<file path="src/dcw_pkg.sv">
`default_nettype none
package dcw_pkg;
   localparam logic [15:0] DCW_CMD_WORD_ADDR = 16'h2000;
   localparam logic [15:0] DCW_CMD_WORD_RST = 16'h0000;
   localparam int DCW_RUN_LSB = 0;
   localparam int DCW_RSVD_LSB = 2;
   localparam int DCW_DIR_LSB = 4;
   localparam int DCW_ACC_LSB = 6;
   localparam int DCW_STEP_LSB = 8;
   localparam int DCW_EXT_EN_BIT = 12;
   localparam logic [1:0] DCW_RUN_NOP = 2'h0;
   localparam logic [1:0] DCW_RUN_STOP = 2'h1;
   localparam logic [1:0] DCW_RUN_RUN = 2'h2;
   localparam logic [1:0] DCW_RUN_JOG = 2'h3;
   localparam logic [1:0] DCW_DIR_FWD = 2'h1;
   localparam logic [1:0] DCW_DIR_REV = 2'h2;
   localparam logic [1:0] DCW_ACC_RST = 2'h0;
   localparam logic [3:0] DCW_STEP_MASTER = 4'h0;

   typedef enum logic [1:0] {DCW_M_STOP, DCW_M_RUN, DCW_M_JOG} dcw_mode_t;

   typedef struct packed {
      logic [15:0] word;
      dcw_mode_t mode;
      logic dir_rev;
      logic [1:0] acc_set;
      logic [3:0] step_sel;
      logic upd;
      logic ack;
      logic err;
   } dcw_state_t;
endpackage : dcw_pkg
`default_nettype wire

</file>
<file path="src/dcw_decoder.sv">
// Function
// RULE_01: bits 1..0: 00 nothing, 01 stop, 10 run, 11 enable jog.
// RULE_02: bits 3..2 reserved; no effect; master keeps them zero.
// RULE_03: bits 5..4: 01 forward, 10 reverse, 00 and 11 nothing.
// RULE_04: bits 7..6 pick acceleration/deceleration set one to four.
// RULE_05: bits 11..8: zero is master speed, n is preset step n.
// RULE_06: bits 11..6 take effect only when bit 12 is one.
// RULE_07: master writes the whole 16-bit word in one register write.
`timescale 1ns/1ps
`default_nettype none
module dcw_decoder
   import dcw_pkg::*;
(
   input wire logic mclk_in,
   input wire logic rst_b_in,
   input wire logic reg_wr_in,
   input wire logic reg_rd_in,
   input wire logic [15:0] reg_addr_in,
   input wire logic [15:0] reg_wdata_in,
   output logic [15:0] reg_rdata_out,
   output logic reg_ack_out,
   output logic reg_err_out,
   output logic run_out,
   output logic jog_out,
   output logic dir_rev_out,
   output logic [1:0] acc_set_out,
   output logic [3:0] step_sel_out,
   output logic cmd_upd_out
);
   dcw_state_t s_q, s_d;
   logic hit;
   logic [15:0] w;

   function automatic logic [1:0] fld2(input logic [15:0] v, input int lsb);
      fld2 = v[lsb +: 2];
   endfunction : fld2

   always_comb begin
      s_d = s_q;
      w = reg_wdata_in;
      hit = (reg_addr_in == DCW_CMD_WORD_ADDR);
      s_d.upd = 1'b0;
      s_d.ack = reg_wr_in | reg_rd_in;
      s_d.err = (reg_wr_in | reg_rd_in) & ~hit;
      if (reg_wr_in && hit) begin
         // whole word taken at once; fields never mix two writes  see RULE_07
         s_d.word = w;
         s_d.upd = 1'b1;
         unique case (fld2(w, DCW_RUN_LSB)) // see RULE_01
            DCW_RUN_STOP: s_d.mode = DCW_M_STOP;
            DCW_RUN_RUN: s_d.mode = DCW_M_RUN;
            DCW_RUN_JOG: s_d.mode = DCW_M_JOG;
            DCW_RUN_NOP: s_d.mode = s_q.mode;
         endcase
         // bits 3..2 are stored for readback only  see RULE_02
         if (fld2(w, DCW_DIR_LSB) == DCW_DIR_FWD) begin // see RULE_03
            s_d.dir_rev = 1'b0;
         end else if (fld2(w, DCW_DIR_LSB) == DCW_DIR_REV) begin
            s_d.dir_rev = 1'b1;
         end
         // without the enable the last selections are kept  see RULE_06
         if (w[DCW_EXT_EN_BIT]) begin
            s_d.acc_set = fld2(w, DCW_ACC_LSB); // see RULE_04
            s_d.step_sel = w[DCW_STEP_LSB +: 4]; // see RULE_05
         end
      end
   end

   always_ff @(posedge mclk_in or negedge rst_b_in) begin
      if (!rst_b_in) begin
         s_q <= '{
            word: DCW_CMD_WORD_RST,
            mode: DCW_M_STOP,
            dir_rev: 1'b0,
            acc_set: DCW_ACC_RST,
            step_sel: DCW_STEP_MASTER,
            upd: 1'b0,
            ack: 1'b0,
            err: 1'b0
         };
      end else begin
         s_q <= s_d;
      end
   end

   assign reg_rdata_out = s_q.word;
   assign reg_ack_out = s_q.ack;
   assign reg_err_out = s_q.err;
   assign run_out = (s_q.mode == DCW_M_RUN);
   assign jog_out = (s_q.mode == DCW_M_JOG);
   assign dir_rev_out = s_q.dir_rev;
   assign acc_set_out = s_q.acc_set;
   assign step_sel_out = s_q.step_sel;
   assign cmd_upd_out = s_q.upd;

   logic wr_hit;
   assign wr_hit = reg_wr_in && (reg_addr_in == DCW_CMD_WORD_ADDR);

   property p_run_stop;
      @(posedge mclk_in) disable iff (!rst_b_in)
      wr_hit |=> (run_out == (($past(reg_wdata_in[1:0]) == 2'h2) ||
                  ($past(reg_wdata_in[1:0]) == 2'h0 && $past(run_out))))
                 && (jog_out == (($past(reg_wdata_in[1:0]) == 2'h3) ||
                  ($past(reg_wdata_in[1:0]) == 2'h0 && $past(jog_out))));
   endproperty
   a_run_stop: assert property (p_run_stop) else $error("run/jog decode wrong"); // see RULE_01

   property p_rsvd;
      @(posedge mclk_in) disable iff (!rst_b_in)
      (wr_hit && reg_wdata_in[3:2] != 2'h0) |=> (cmd_upd_out && reg_rdata_out[3:2] != 2'h0);
   endproperty
   a_rsvd: assert property (p_rsvd) else $error("reserved bits not stored"); // see RULE_02

   property p_dir;
      @(posedge mclk_in) disable iff (!rst_b_in)
      wr_hit |=> dir_rev_out == (($past(reg_wdata_in[5:4]) == 2'h2) ||
                 ($past(reg_wdata_in[5:4]) != 2'h1 && $past(dir_rev_out)));
   endproperty
   a_dir: assert property (p_dir) else $error("direction decode wrong"); // see RULE_03

   property p_acc;
      @(posedge mclk_in) disable iff (!rst_b_in)
      (wr_hit && reg_wdata_in[12]) ##1 !wr_hit[*2] |-> acc_set_out == $past(reg_wdata_in[7:6], 2);
   endproperty
   a_acc: assert property (p_acc) else $error("accel set not taken"); // see RULE_04

   property p_step;
      @(posedge mclk_in) disable iff (!rst_b_in)
      (wr_hit && reg_wdata_in[12]) |=> step_sel_out == $past(reg_wdata_in[11:8]);
   endproperty
   a_step: assert property (p_step) else $error("step select not taken"); // see RULE_05

   property p_hold;
      @(posedge mclk_in) disable iff (!rst_b_in)
      (wr_hit && !reg_wdata_in[12]) |=> $stable(acc_set_out) && $stable(step_sel_out);
   endproperty
   a_hold: assert property (p_hold) else $error("fields 11..6 changed without enable"); // see RULE_06

   property p_upd;
      @(posedge mclk_in) disable iff (!rst_b_in)
      wr_hit |=> cmd_upd_out && reg_ack_out && !reg_err_out;
   endproperty
   a_upd: assert property (p_upd) else $error("write not acknowledged"); // see RULE_07

   // two low edges so the asynchronous clear has surely landed
   property p_rst;
      @(posedge mclk_in)
      !rst_b_in ##1 !rst_b_in |->
         reg_rdata_out == DCW_CMD_WORD_RST
         && !run_out
         && !jog_out
         && !dir_rev_out
         && acc_set_out == DCW_ACC_RST
         && step_sel_out == DCW_STEP_MASTER
         && !reg_ack_out
         && !reg_err_out
         && !cmd_upd_out;
   endproperty
   a_rst: assert property (p_rst) else $error("reset state wrong"); // see RULE_01

   // reads and refused writes must leave every decoded field alone
   property p_idle;
      @(posedge mclk_in) disable iff (!rst_b_in)
      !wr_hit |=>
         $stable(reg_rdata_out)
         && $stable(run_out)
         && $stable(jog_out)
         && $stable(dir_rev_out)
         && $stable(acc_set_out)
         && $stable(step_sel_out);
   endproperty
   a_idle: assert property (p_idle) else $error("state moved without a write"); // see RULE_07

   property p_err;
      @(posedge mclk_in) disable iff (!rst_b_in)
      (reg_wr_in || reg_rd_in) && reg_addr_in != DCW_CMD_WORD_ADDR |=>
         reg_ack_out
         && reg_err_out
         && !cmd_upd_out;
   endproperty
   a_err: assert property (p_err) else $error("unmapped access not refused"); // see RULE_07

   property p_quiet;
      @(posedge mclk_in) disable iff (!rst_b_in)
      !(reg_wr_in || reg_rd_in) |=>
         !reg_ack_out
         && !reg_err_out
         && !cmd_upd_out;
   endproperty
   a_quiet: assert property (p_quiet) else $error("answer without a request"); // see RULE_07

   property p_word;
      @(posedge mclk_in) disable iff (!rst_b_in)
      wr_hit |=> reg_rdata_out == $past(reg_wdata_in);
   endproperty
   a_word: assert property (p_word) else $error("stored word differs"); // see RULE_07

   property p_upd_src;
      @(posedge mclk_in) disable iff (!rst_b_in)
      cmd_upd_out |-> $past(wr_hit);
   endproperty
   a_upd_src: assert property (p_upd_src) else $error("stray update pulse"); // see RULE_07

   // no-function codes and reserved bits alone must change nothing
   property p_rsvd_free;
      @(posedge mclk_in) disable iff (!rst_b_in)
      wr_hit
         && reg_wdata_in[DCW_RUN_LSB +: 2] == DCW_RUN_NOP
         && reg_wdata_in[DCW_DIR_LSB +: 2] == 2'h0
         && !reg_wdata_in[DCW_EXT_EN_BIT] |=>
         $stable(run_out)
         && $stable(jog_out)
         && $stable(dir_rev_out)
         && $stable(acc_set_out)
         && $stable(step_sel_out);
   endproperty
   a_rsvd_free: assert property (p_rsvd_free) else $error("idle codes acted"); // see RULE_02

   c_run: cover property (@(posedge mclk_in) disable iff (!rst_b_in) $rose(run_out));
   c_jog_rev: cover property (@(posedge mclk_in) disable iff (!rst_b_in) jog_out && dir_rev_out);
   c_step: cover property (@(posedge mclk_in) disable iff (!rst_b_in) step_sel_out == 4'hf);
   c_err: cover property (@(posedge mclk_in) disable iff (!rst_b_in) reg_err_out);
   c_keep: cover property (@(posedge mclk_in) disable iff (!rst_b_in)
      wr_hit && !reg_wdata_in[DCW_EXT_EN_BIT]);
endmodule : dcw_decoder
`default_nettype wire

</file>
<file path="config.mk">
export PLATFORM = sky130hd
export DESIGN_NAME = dcw_decoder
export DESIGN_NICKNAME = d
export VERILOG_FILES = /design/src/dcw_pkg.sv /design/src/dcw_decoder.sv
export SDC_FILE = /design/constraint.sdc
export NUM_CORES = 1
export LEC_CHECK = 0
export BUFFER_PORTS_ARGS = -buffer_cell sky130_fd_sc_hd__buf_2
export CORE_AREA = 3 3 66 68
export DETAILED_ROUTE_END_ITERATION = 8
export DIE_AREA = 0 0 69 71
export PLACE_DENSITY_LB_ADDON = 0.12
export SYNTH_ARGS = -nofsm -noshare
export SYNTH_HDL_FRONTEND = slang
export SYNTH_SLANG_ARGS = --single-unit
</file>
<file path="constraint.sdc">
create_clock -name mclk_in -period 1.3 [get_ports mclk_in]
set_clock_uncertainty 0.05 [all_clocks]
set_input_delay 0.195 -clock mclk_in [delete_from_list [all_inputs] [get_ports mclk_in]]
set_output_delay 0.195 -clock mclk_in [all_outputs]
set_load 0.02 [all_outputs]
</file>
==> Word-level counts from Yosys, hierarchy flattened <==
Cells that the tools add are included.
{ "classes": {"add_sub_neg": 0, "mul": 0, "n_div": 0, "n_lt_le_gt_ge": 0, "n_eq_ne": 8, "shifts": 0, "mux": 4, "bitwise_logic": 4, "reduce_logical": 6} }
{ "ops": {"columns": ["operator", "n"], "rows": [
  ["$eq A16 B14 Y1 const B", 1],
  ["$eq A2 B2 Y1 const B", 4],
  ["$eq A2 B1 Y1 const B", 3],
  ["$pmux W2 S3", 1],
  ["$reduce_and A2 Y1", 3],
  ["$mux W1", 3],
  ["$logic_not A2 Y1", 1],
  ["$not A1 Y1", 2],
  ["$reduce_bool A2 Y1", 1],
  ["$and A1 B1 Y1", 1],
  ["$logic_and A1 B1 Y1", 1],
  ["$or A1 B1 Y1", 1]
]} }
{ "totals": {"ff_bits": 28, "latchBits": 0, "mem_bits_rw": 0, "mem_bits_ro": 0, "in_bits": 36, "output_inout_bits": 28, "word_cells": 30, "mem_count": 0} }

==> Depth between registers and ports, before layout <==
Gate-level depths: netlist of the first run.
{ "depth": {"word_depth": 3, "mapped_depth": 7, "ltp_nobuf": 5} }

==> Worst setup path before layout of the first run <==
OpenSTA, ideal clock, no wires.
{ "synth_timing": {"kind": "input port to flip-flop", "startpoint": "input reg_addr_in[10]", "endpoint": "register s_q (netlist bit reg_rdata_out[10])", "setup_ns": 0.125, "arrival_ns": 1.359, "required_time_ns": 1.125, "setup_slack_ns": -0.235, "path_stages": 7, "path_cell_list": "nor4b_2 -> and4_1 -> buf_6 -> nand2_4 -> clkinv_4 -> buf_12 -> mux2_4"} }
{ "synth_between": {"elab_chain_cells": 2} }
{ "synth_lines": {"columns": ["element", "line", "text"], "rows": [
  ["start: declaration", "dcw_decoder.sv:18", "input wire logic [15:0] reg_addr_in,"],
  ["$eq A16 B14 Y1", null, null],
  ["$logic_and A1 B1 Y1", null, null],
  ["end signal: assignment", "dcw_decoder.sv:71", "s_q <= '{"],
  ["end: declaration", "dcw_decoder.sv:30", "dcw_state_t s_q, s_d;"]
]} }
Every way passes these cells.
A chain may end at the register's enable or synchronous reset.

==> Worst setup path after layout of the first run <==
{ "layout_timing": {"startpoint": "input reg_addr_in[0]", "endpoint": "register s_q (netlist bit reg_rdata_out[8])"} }
The elaborated chain is that of the path after synthesis.

==> results of run 1 <==
-- worst max-delay path: cells and delay by family --
| kind | cells | cell delay, ps |
|---|---|---|
| multiplexers | 1 | 290 |
| buffers and inverters | 3 | 390 |
| AND/OR/NAND/NOR | 3 | 600 |
-- metal layers --
metal | track usage (%) | part of all wire, % | up-vias
met5 | 0 | 0 | -
met4 | 3.69 | 0.60 | 0
met3 | 2.70 | 4.9 | 2
met2 | 21.2 | 53 | 25
met1 | 15.2 | 41 | 436
li1 | - | - | 440
-- worst max-delay path by stage --
stage                   start           endpoint  slack [ps]  cells past startpoint
3_5_place_dp   reg_addr_in[9]   reg_rdata_out[2]        -400                      7
5_1_grt        reg_addr_in[5]   reg_rdata_out[1]         -90                      7
3_3_place_gp   reg_addr_in[2]   reg_rdata_out[2]        -350                      7
4_1_cts        reg_addr_in[6]   reg_rdata_out[1]         -30                      7
2_1_floorplan  reg_addr_in[2]  reg_rdata_out[10]        -210                      7
6_report       reg_addr_in[0]   reg_rdata_out[8]         -60                      7
-- cells by family after synthesis --
kind of cell | after synthesis
buffers and inverters | 27
muxes | 20
adders and majority gates | 1
AOI/OAI and AO/OA | 10
DFF | 28
and+or+nand+nor | 15
-- state kept, by name, summed over array words and instances (netlist names) --
register,cells
acc_set_out,2
cmd_upd_out,1
dir_rev_out,1
reg_ack_out,1
reg_err_out,1
reg_rdata_out,16
s_q,2
step_sel_out,4
-- cells in the final DEF, fill, tap and decap left out, drive strengths merged --
master,n
buf,71
mux2,20
clkinv,2
or2,1
inv,2
a31oi,2
bufinv,1
and4,1
nor2,1
nor4,3
and2,1
o21ai,6
nor2b,2
nand2,3
ha,1
clkbuf,3
nand3,1
dfrtp,28
dlygate4sd3,1
nor4b,1
a21oi,2
nand4,1
-- timing repair --
action | in CTS | in global routing
hold buffers | 1 | 0
endpoints found under the hold margin | 28 | 0
cloned | 1 | 0
pin swaps | 3 | 4
setup buffers | 2 | 3
gates resized for setup | 6 | 3
setup endpoints to repair | 17 | 21
-- stage by stage --
step	setup TNS, ps	area [sq um]	utilization [%]	setup WS (ps)	total power, W
after global routing	-823	1790	45.7	-85.1	0.00176
after floorplan	-2220	1410	-	-210	0.000916
after CTS	-125	1750	44.7	-27.5	0.00171
after detailed placement	-7520	1610	41.2	-396	0.00102
after global placement	-6510	1610	41.2	-349	0.00101
final	-244	1790	45.7	-59.8	0.00169
-- final cells by class --
class | count | area [sq um]
repair inverters | 1 | 8.76
clock inverters | 1 | 30.0
fillers | 393 | 2130
clock buffers | 3 | 41.3
multi-input cells | 46 | 508
flip-flops and latches | 28 | 701
repair buffers | 72 | 412
well taps | 50 | 62.6
inverters | 3 | 23.8
-- report_power, final --
part	internal (W)	switching [W]	leakage, nW
sequential	0.000874	0.000000605	0.384
combinational	0.0000640	0.0000698	0.565
clock	0.000412	0.000270	0.0357
total	0.00135	0.000340	0.985
==> impl_metrics.toml, run 1 <==
[run_status]
status = "complete, but fails checks"
failed_checks = "setup timing"

[synth]
synth_most_common_cell = "dfrtp_1"
synth_compound_area_share_pct = 3.85
synthXorXnorAreaFrac_pct = 0
synthTopCellsByCount = "dfrtp_1 (28), buf_4 (22), mux2_2 (12)"
async_flop_share_pct = 100
ys_seq_elements = 28
synthMuxAreaShare_pct = 18.7
ys.warnings.count = 0
synth-main-ff-cell = "dfrtp_1"
synth_top_cell_by_area = "dfrtp_1"
yosysUniqueCellTypes = 23
synth_top_family_by_area = "multiplexers"
synth_edf_count = 0
ys_seq_area_share_pct = 51.3
syn_inst = 101
synth_area_leaders = "dfrtp_1 (51%), buf_4 (12%), mux2_2 (9.9%), mux2_4 (8.8%), nor4_2 (2.7%)"
synth_area_per_cell_sq_um = 13.5
synthesis.area_sq_um = 1370
syn_nets = 138
synth-simple-area-share_pct = 9.71
yosysTopAreaCellShare_pct = 51.3
yosys.area_share.adder_pct = 0.916

[final_layout]
finalNonFillerCells = 204
fin_nets = 192
area_delta_synth_final_pct = 30.8
drive_gt1_share_pct = 67.5
n_antenna_cell = 0

[timing]
max_freq_mhz = 735
rsz0062_at_grt = "true"
min_period_ps = 1360
finalCritPeriodShare_pct = 105
tightest_slew_ps = 620
hold_slack_ps = 74.6
final-hold-violation-count = 0
setup_slack_ps = -59.8
slew_headroom_pct = 58.7
setup_violations = 12
finalMaxSlewViolations = 0

[placed_design]
gp_congestion = 0.729
dpl.cell_count = 193
dp_hpwl_um = 2150
place.port_buffers = 63

[global_routing]
grt_start_max_net_pins = 29
grt_first_pass_wirelength_um = 4810
grtUsageTotal_pct = 12.2
grt_pass1_vias = 981
grt.overflow.total = 0
antenna_found_initial = 0

[floorplan]
rows = 23
core_area_sq_um = 3910
die_area_sq_um = 4900
die_w_um = 69
io_pins = 64
fp.dieH_um = 71
initial_core_util_pct = 34.9

[min_path]
min_to = "reg_ack_out"
hold_path_class = "in2reg"
min_from = "reg_rd_in"
hold_depth = 2

[worst_setup_path]
regToRegSetupSlack_ps = 480
cp.required_ps = 1420
slowest_delay_ps = 290
crit_path_start_kind = "input pin"
r2r_cells = 1
worstPathCellList = "buf_2 -> nor4_4 -> and4_1 -> buf_6 -> nand2_8 -> buf_6 -> mux2_4"
end_kind = "flop"
cp_slowest_cell = "mux2_4"
worstPathMaxFanout = 6
critPathKind = "in2reg"
r2r-start = "step_sel_out[0]"
path_common_cell = "buf_6"
crit_arrival_ps = 1480
timing.rr.end = "step_sel_out[0]"

[route]
drc_errors = 0
vias = 903
drtIter0Drc = 21
ant_nets = 0
wl_per_cell_um = 13.9
totalWireLength_um = 2840
dr.pass1.iters = 4
via_per_inst = 4.43

[pwr]
p_leak_nw = 0.985
power_density_nw_per_um2 = 946
ir_worst_vdd_v = 0.000527

[job]
drv_cap = 0

[clock_tree]
cts_tree = "built"
cts_buffer_depth = 2
cts_made_buffers = 3
cts.root.buffer_cell = "clkbuf_8"
clock_latency_ps = 270
cts.sinks = 28
cts.htree.levels = 1
clkTransAtPathRegs_ps = 100
Note: power is estimated with default switching activity, not from simulation.
==> run 2, diff against run 1 <==
--- a/config.mk
+++ b/config.mk
@@ -9,6 +9,7 @@
 export CORE_AREA = 3 3 66 68
 export DETAILED_ROUTE_END_ITERATION = 8
 export DIE_AREA = 0 0 69 71
+export HOLD_SLACK_MARGIN = 0.15
 export PLACE_DENSITY_LB_ADDON = 0.12
 export SYNTH_ARGS = -nofsm -noshare
 export SYNTH_HDL_FRONTEND = slang
==> run 2 against run 1 <==
- the flow still finishes with violations (setup timing)
- cell area increased by 7.8%
- core utilization up 3.6 points
- setup slack lost 2.9 ps
- non-clock buffer count up 14
- first-iteration DRC count unchanged
- critical path depth unchanged
- critical path type unchanged
- largest power group unchanged
==> impl_metrics.toml, run 2 (synthesis results as in run 1) <==
[worst_setup_path]
cp.required_ps = 1420
crit_end = "reg_rdata_out[8]"
slowest_delay_ps = 290
path_common_cell = "buf_6"
crit_arrival_ps = 1480
crit_path_start_kind = "input pin"
worstPathCellList = "buf_2 -> nor4_4 -> and4_1 -> buf_6 -> nand2_8 -> buf_6 -> mux2_4"
worstSetupStartpoint = "reg_addr_in[0]"
regToRegSetupSlack_ps = 480
r2r-start = "step_sel_out[0]"
critPathKind = "in2reg"
end_kind = "flop"
timing.rr.end = "step_sel_out[0]"
worstPathMaxFanout = 6
r2r_cells = 1
cp_slowest_cell = "mux2_4"

[floorplan]
die_area_sq_um = 4900
fp.dieH_um = 71
core_area_sq_um = 3910
initial_core_util_pct = 34.9
die_w_um = 69
io_pins = 64
rows = 23

[route]
highest_layer = "met4"
route.met2.wl_um = 1580
wl_per_cell_um = 13.7
wl_met1_um = 1250
route.met3.wl_um = 131
via_per_inst = 4.37
dr.pass1.iters = 4
drtIter0Drc = 21
vias = 952
ant_nets = 0
drc_errors = 0
totalWireLength_um = 2980

[timing]
hold_slack_ps = 153
fin_tns_setup_ps = -283
rsz0062_at_grt = "true"
final-hold-violation-count = 0
setup_slack_ps = -62.8
slew_headroom_pct = 58.7
finalMaxSlewViolations = 0
setup_violations = 14
max_freq_mhz = 734
tightest_slew_ps = 619
min_period_ps = 1360
finalCritPeriodShare_pct = 105

[clock_tree]
cts.sinks = 28
cts.htree.levels = 1
cts.root.buffer_cell = "clkbuf_8"
cts_buffer_depth = 2
clock_latency_ps = 270
cts_tree = "built"
cts_made_buffers = 3
clkTransAtPathRegs_ps = 100

[pwr]
net-switching-power_w = 0.000345
ir_worst_vdd_v = 0.000528
p_comb_share_pct = 9.7
power_frac_seq_pct = 50.8
power_density_nw_per_um2 = 894
switching_share_pct = 20.1
p_leak_nw = 1.04
cellInternalPower_w = 0.00138
p_total_w = 0.00172
pwr-share-clk_pct = 39.6

[final_layout]
mostFrequentLayoutCells = "buf_2 (60), dfrtp_1 (28), dlygate4sd3_1 (15), mux2_4 (11), mux2_2 (9)"
drive_gt1_share_pct = 61.9
fin_nets = 206
n_antenna_cell = 0
fin_util_pct = 49.2
multi_input_area_sq_um = 508
area_delta_synth_final_pct = 41.0
seqCellArea_sq_um = 701
fillers = 383
final_common_cell = "buf_2"
largest_register_ff_count = 16

[global_routing]
grt_pass1_vias = 1046
grt_start_max_net_pins = 29
grt.overflow.total = 0
grtUsageTotal_pct = 12.6
antenna_found_initial = 0
grt_first_pass_wirelength_um = 4990

[min_path]
hold_path_class = "in2reg"

[job]
drv_cap = 0

[placed_design]
gp_congestion = 0.729
place.port_buffers = 63
dp_hpwl_um = 2150

[run_status]
status = "complete, but fails checks"
failed_checks = "setup timing"
-- run 2: power by group through the flow --
| stage | combinational [W] | sequential (W) | clock, W |
|---|---|---|---|
| floorplan | 0.0000195 | 0.000896 | 0 |
| global placement | 0.000120 | 0.000892 | 0 |
| detailed placement | 0.000124 | 0.000891 | 0 |
| CTS | 0.000163 | 0.000874 | 0.000706 |
| global route | 0.000185 | 0.000875 | 0.000739 |
| finish | 0.000167 | 0.000874 | 0.000682 |
-- run 2: area by class of cell --
| class | count | share of cell area, % |
|---|---|---|
| sequential | 28 | 36.4 |
| clock buffer | 3 | 2.14 |
| timing repair buffer | 86 | 28.6 |
| timing repair inverter | 1 | 0.455 |
| tap | 50 | 3.25 |
| clock inverter | 1 | 1.56 |
| inverter | 3 | 1.23 |
| multi-input combinational | 46 | 26.4 |
-- run 2: worst min-delay path by stage --
stage | startpoint | to | slack [ps] | cells past startpoint
finish | reg_wdata_in[5] | reg_rdata_out[5] | 150 | 3
CTS | reg_wdata_in[1] | s_q[11] | 150 | 3
floorplan | rst_b_in | acc_set_out[0] | -150 | 0
global placement | rst_b_in | reg_err_out | 190 | 1
detailed placement | rst_b_in | reg_err_out | 210 | 1
global route | reg_wdata_in[1] | s_q[11] | 160 | 3
-- run 2: repair_timing --
action / in CTS / in global routing
setup buffers: 2 / 3
hold buffers: 15 / 0
gates cloned: 1 / 0
setup endpoints to repair: 17 / 21
endpoints found under the hold margin: 49 / 0
pin swaps: 3 / 4
resized for setup: 6 / 3
-- run 2: metrics by stage --
step	worst slack, ps	cell area (sq um)	instances
6_report	-62.8	1930	218
3_3_place_gp	-349	1610	193
4_1_cts	-27.5	1890	215
2_1_floorplan	-210	1410	101
3_5_place_dp	-396	1610	193
5_1_grt	-85.0	1930	218
-- run 2: worst max-delay path: cells and delay by family --
kind	cells	cell delay, ps
buf+inv	3	400
simple gates	3	600
mux	1	290
-- run 2: per-layer routing --
metal / up-vias / GRT usage [%]
met2: 25 / 22.6
met1: 458 / 15.5
met5: - / 0
met3: 2 / 2.41
met4: 0 / 3.69
li1: 467 / -
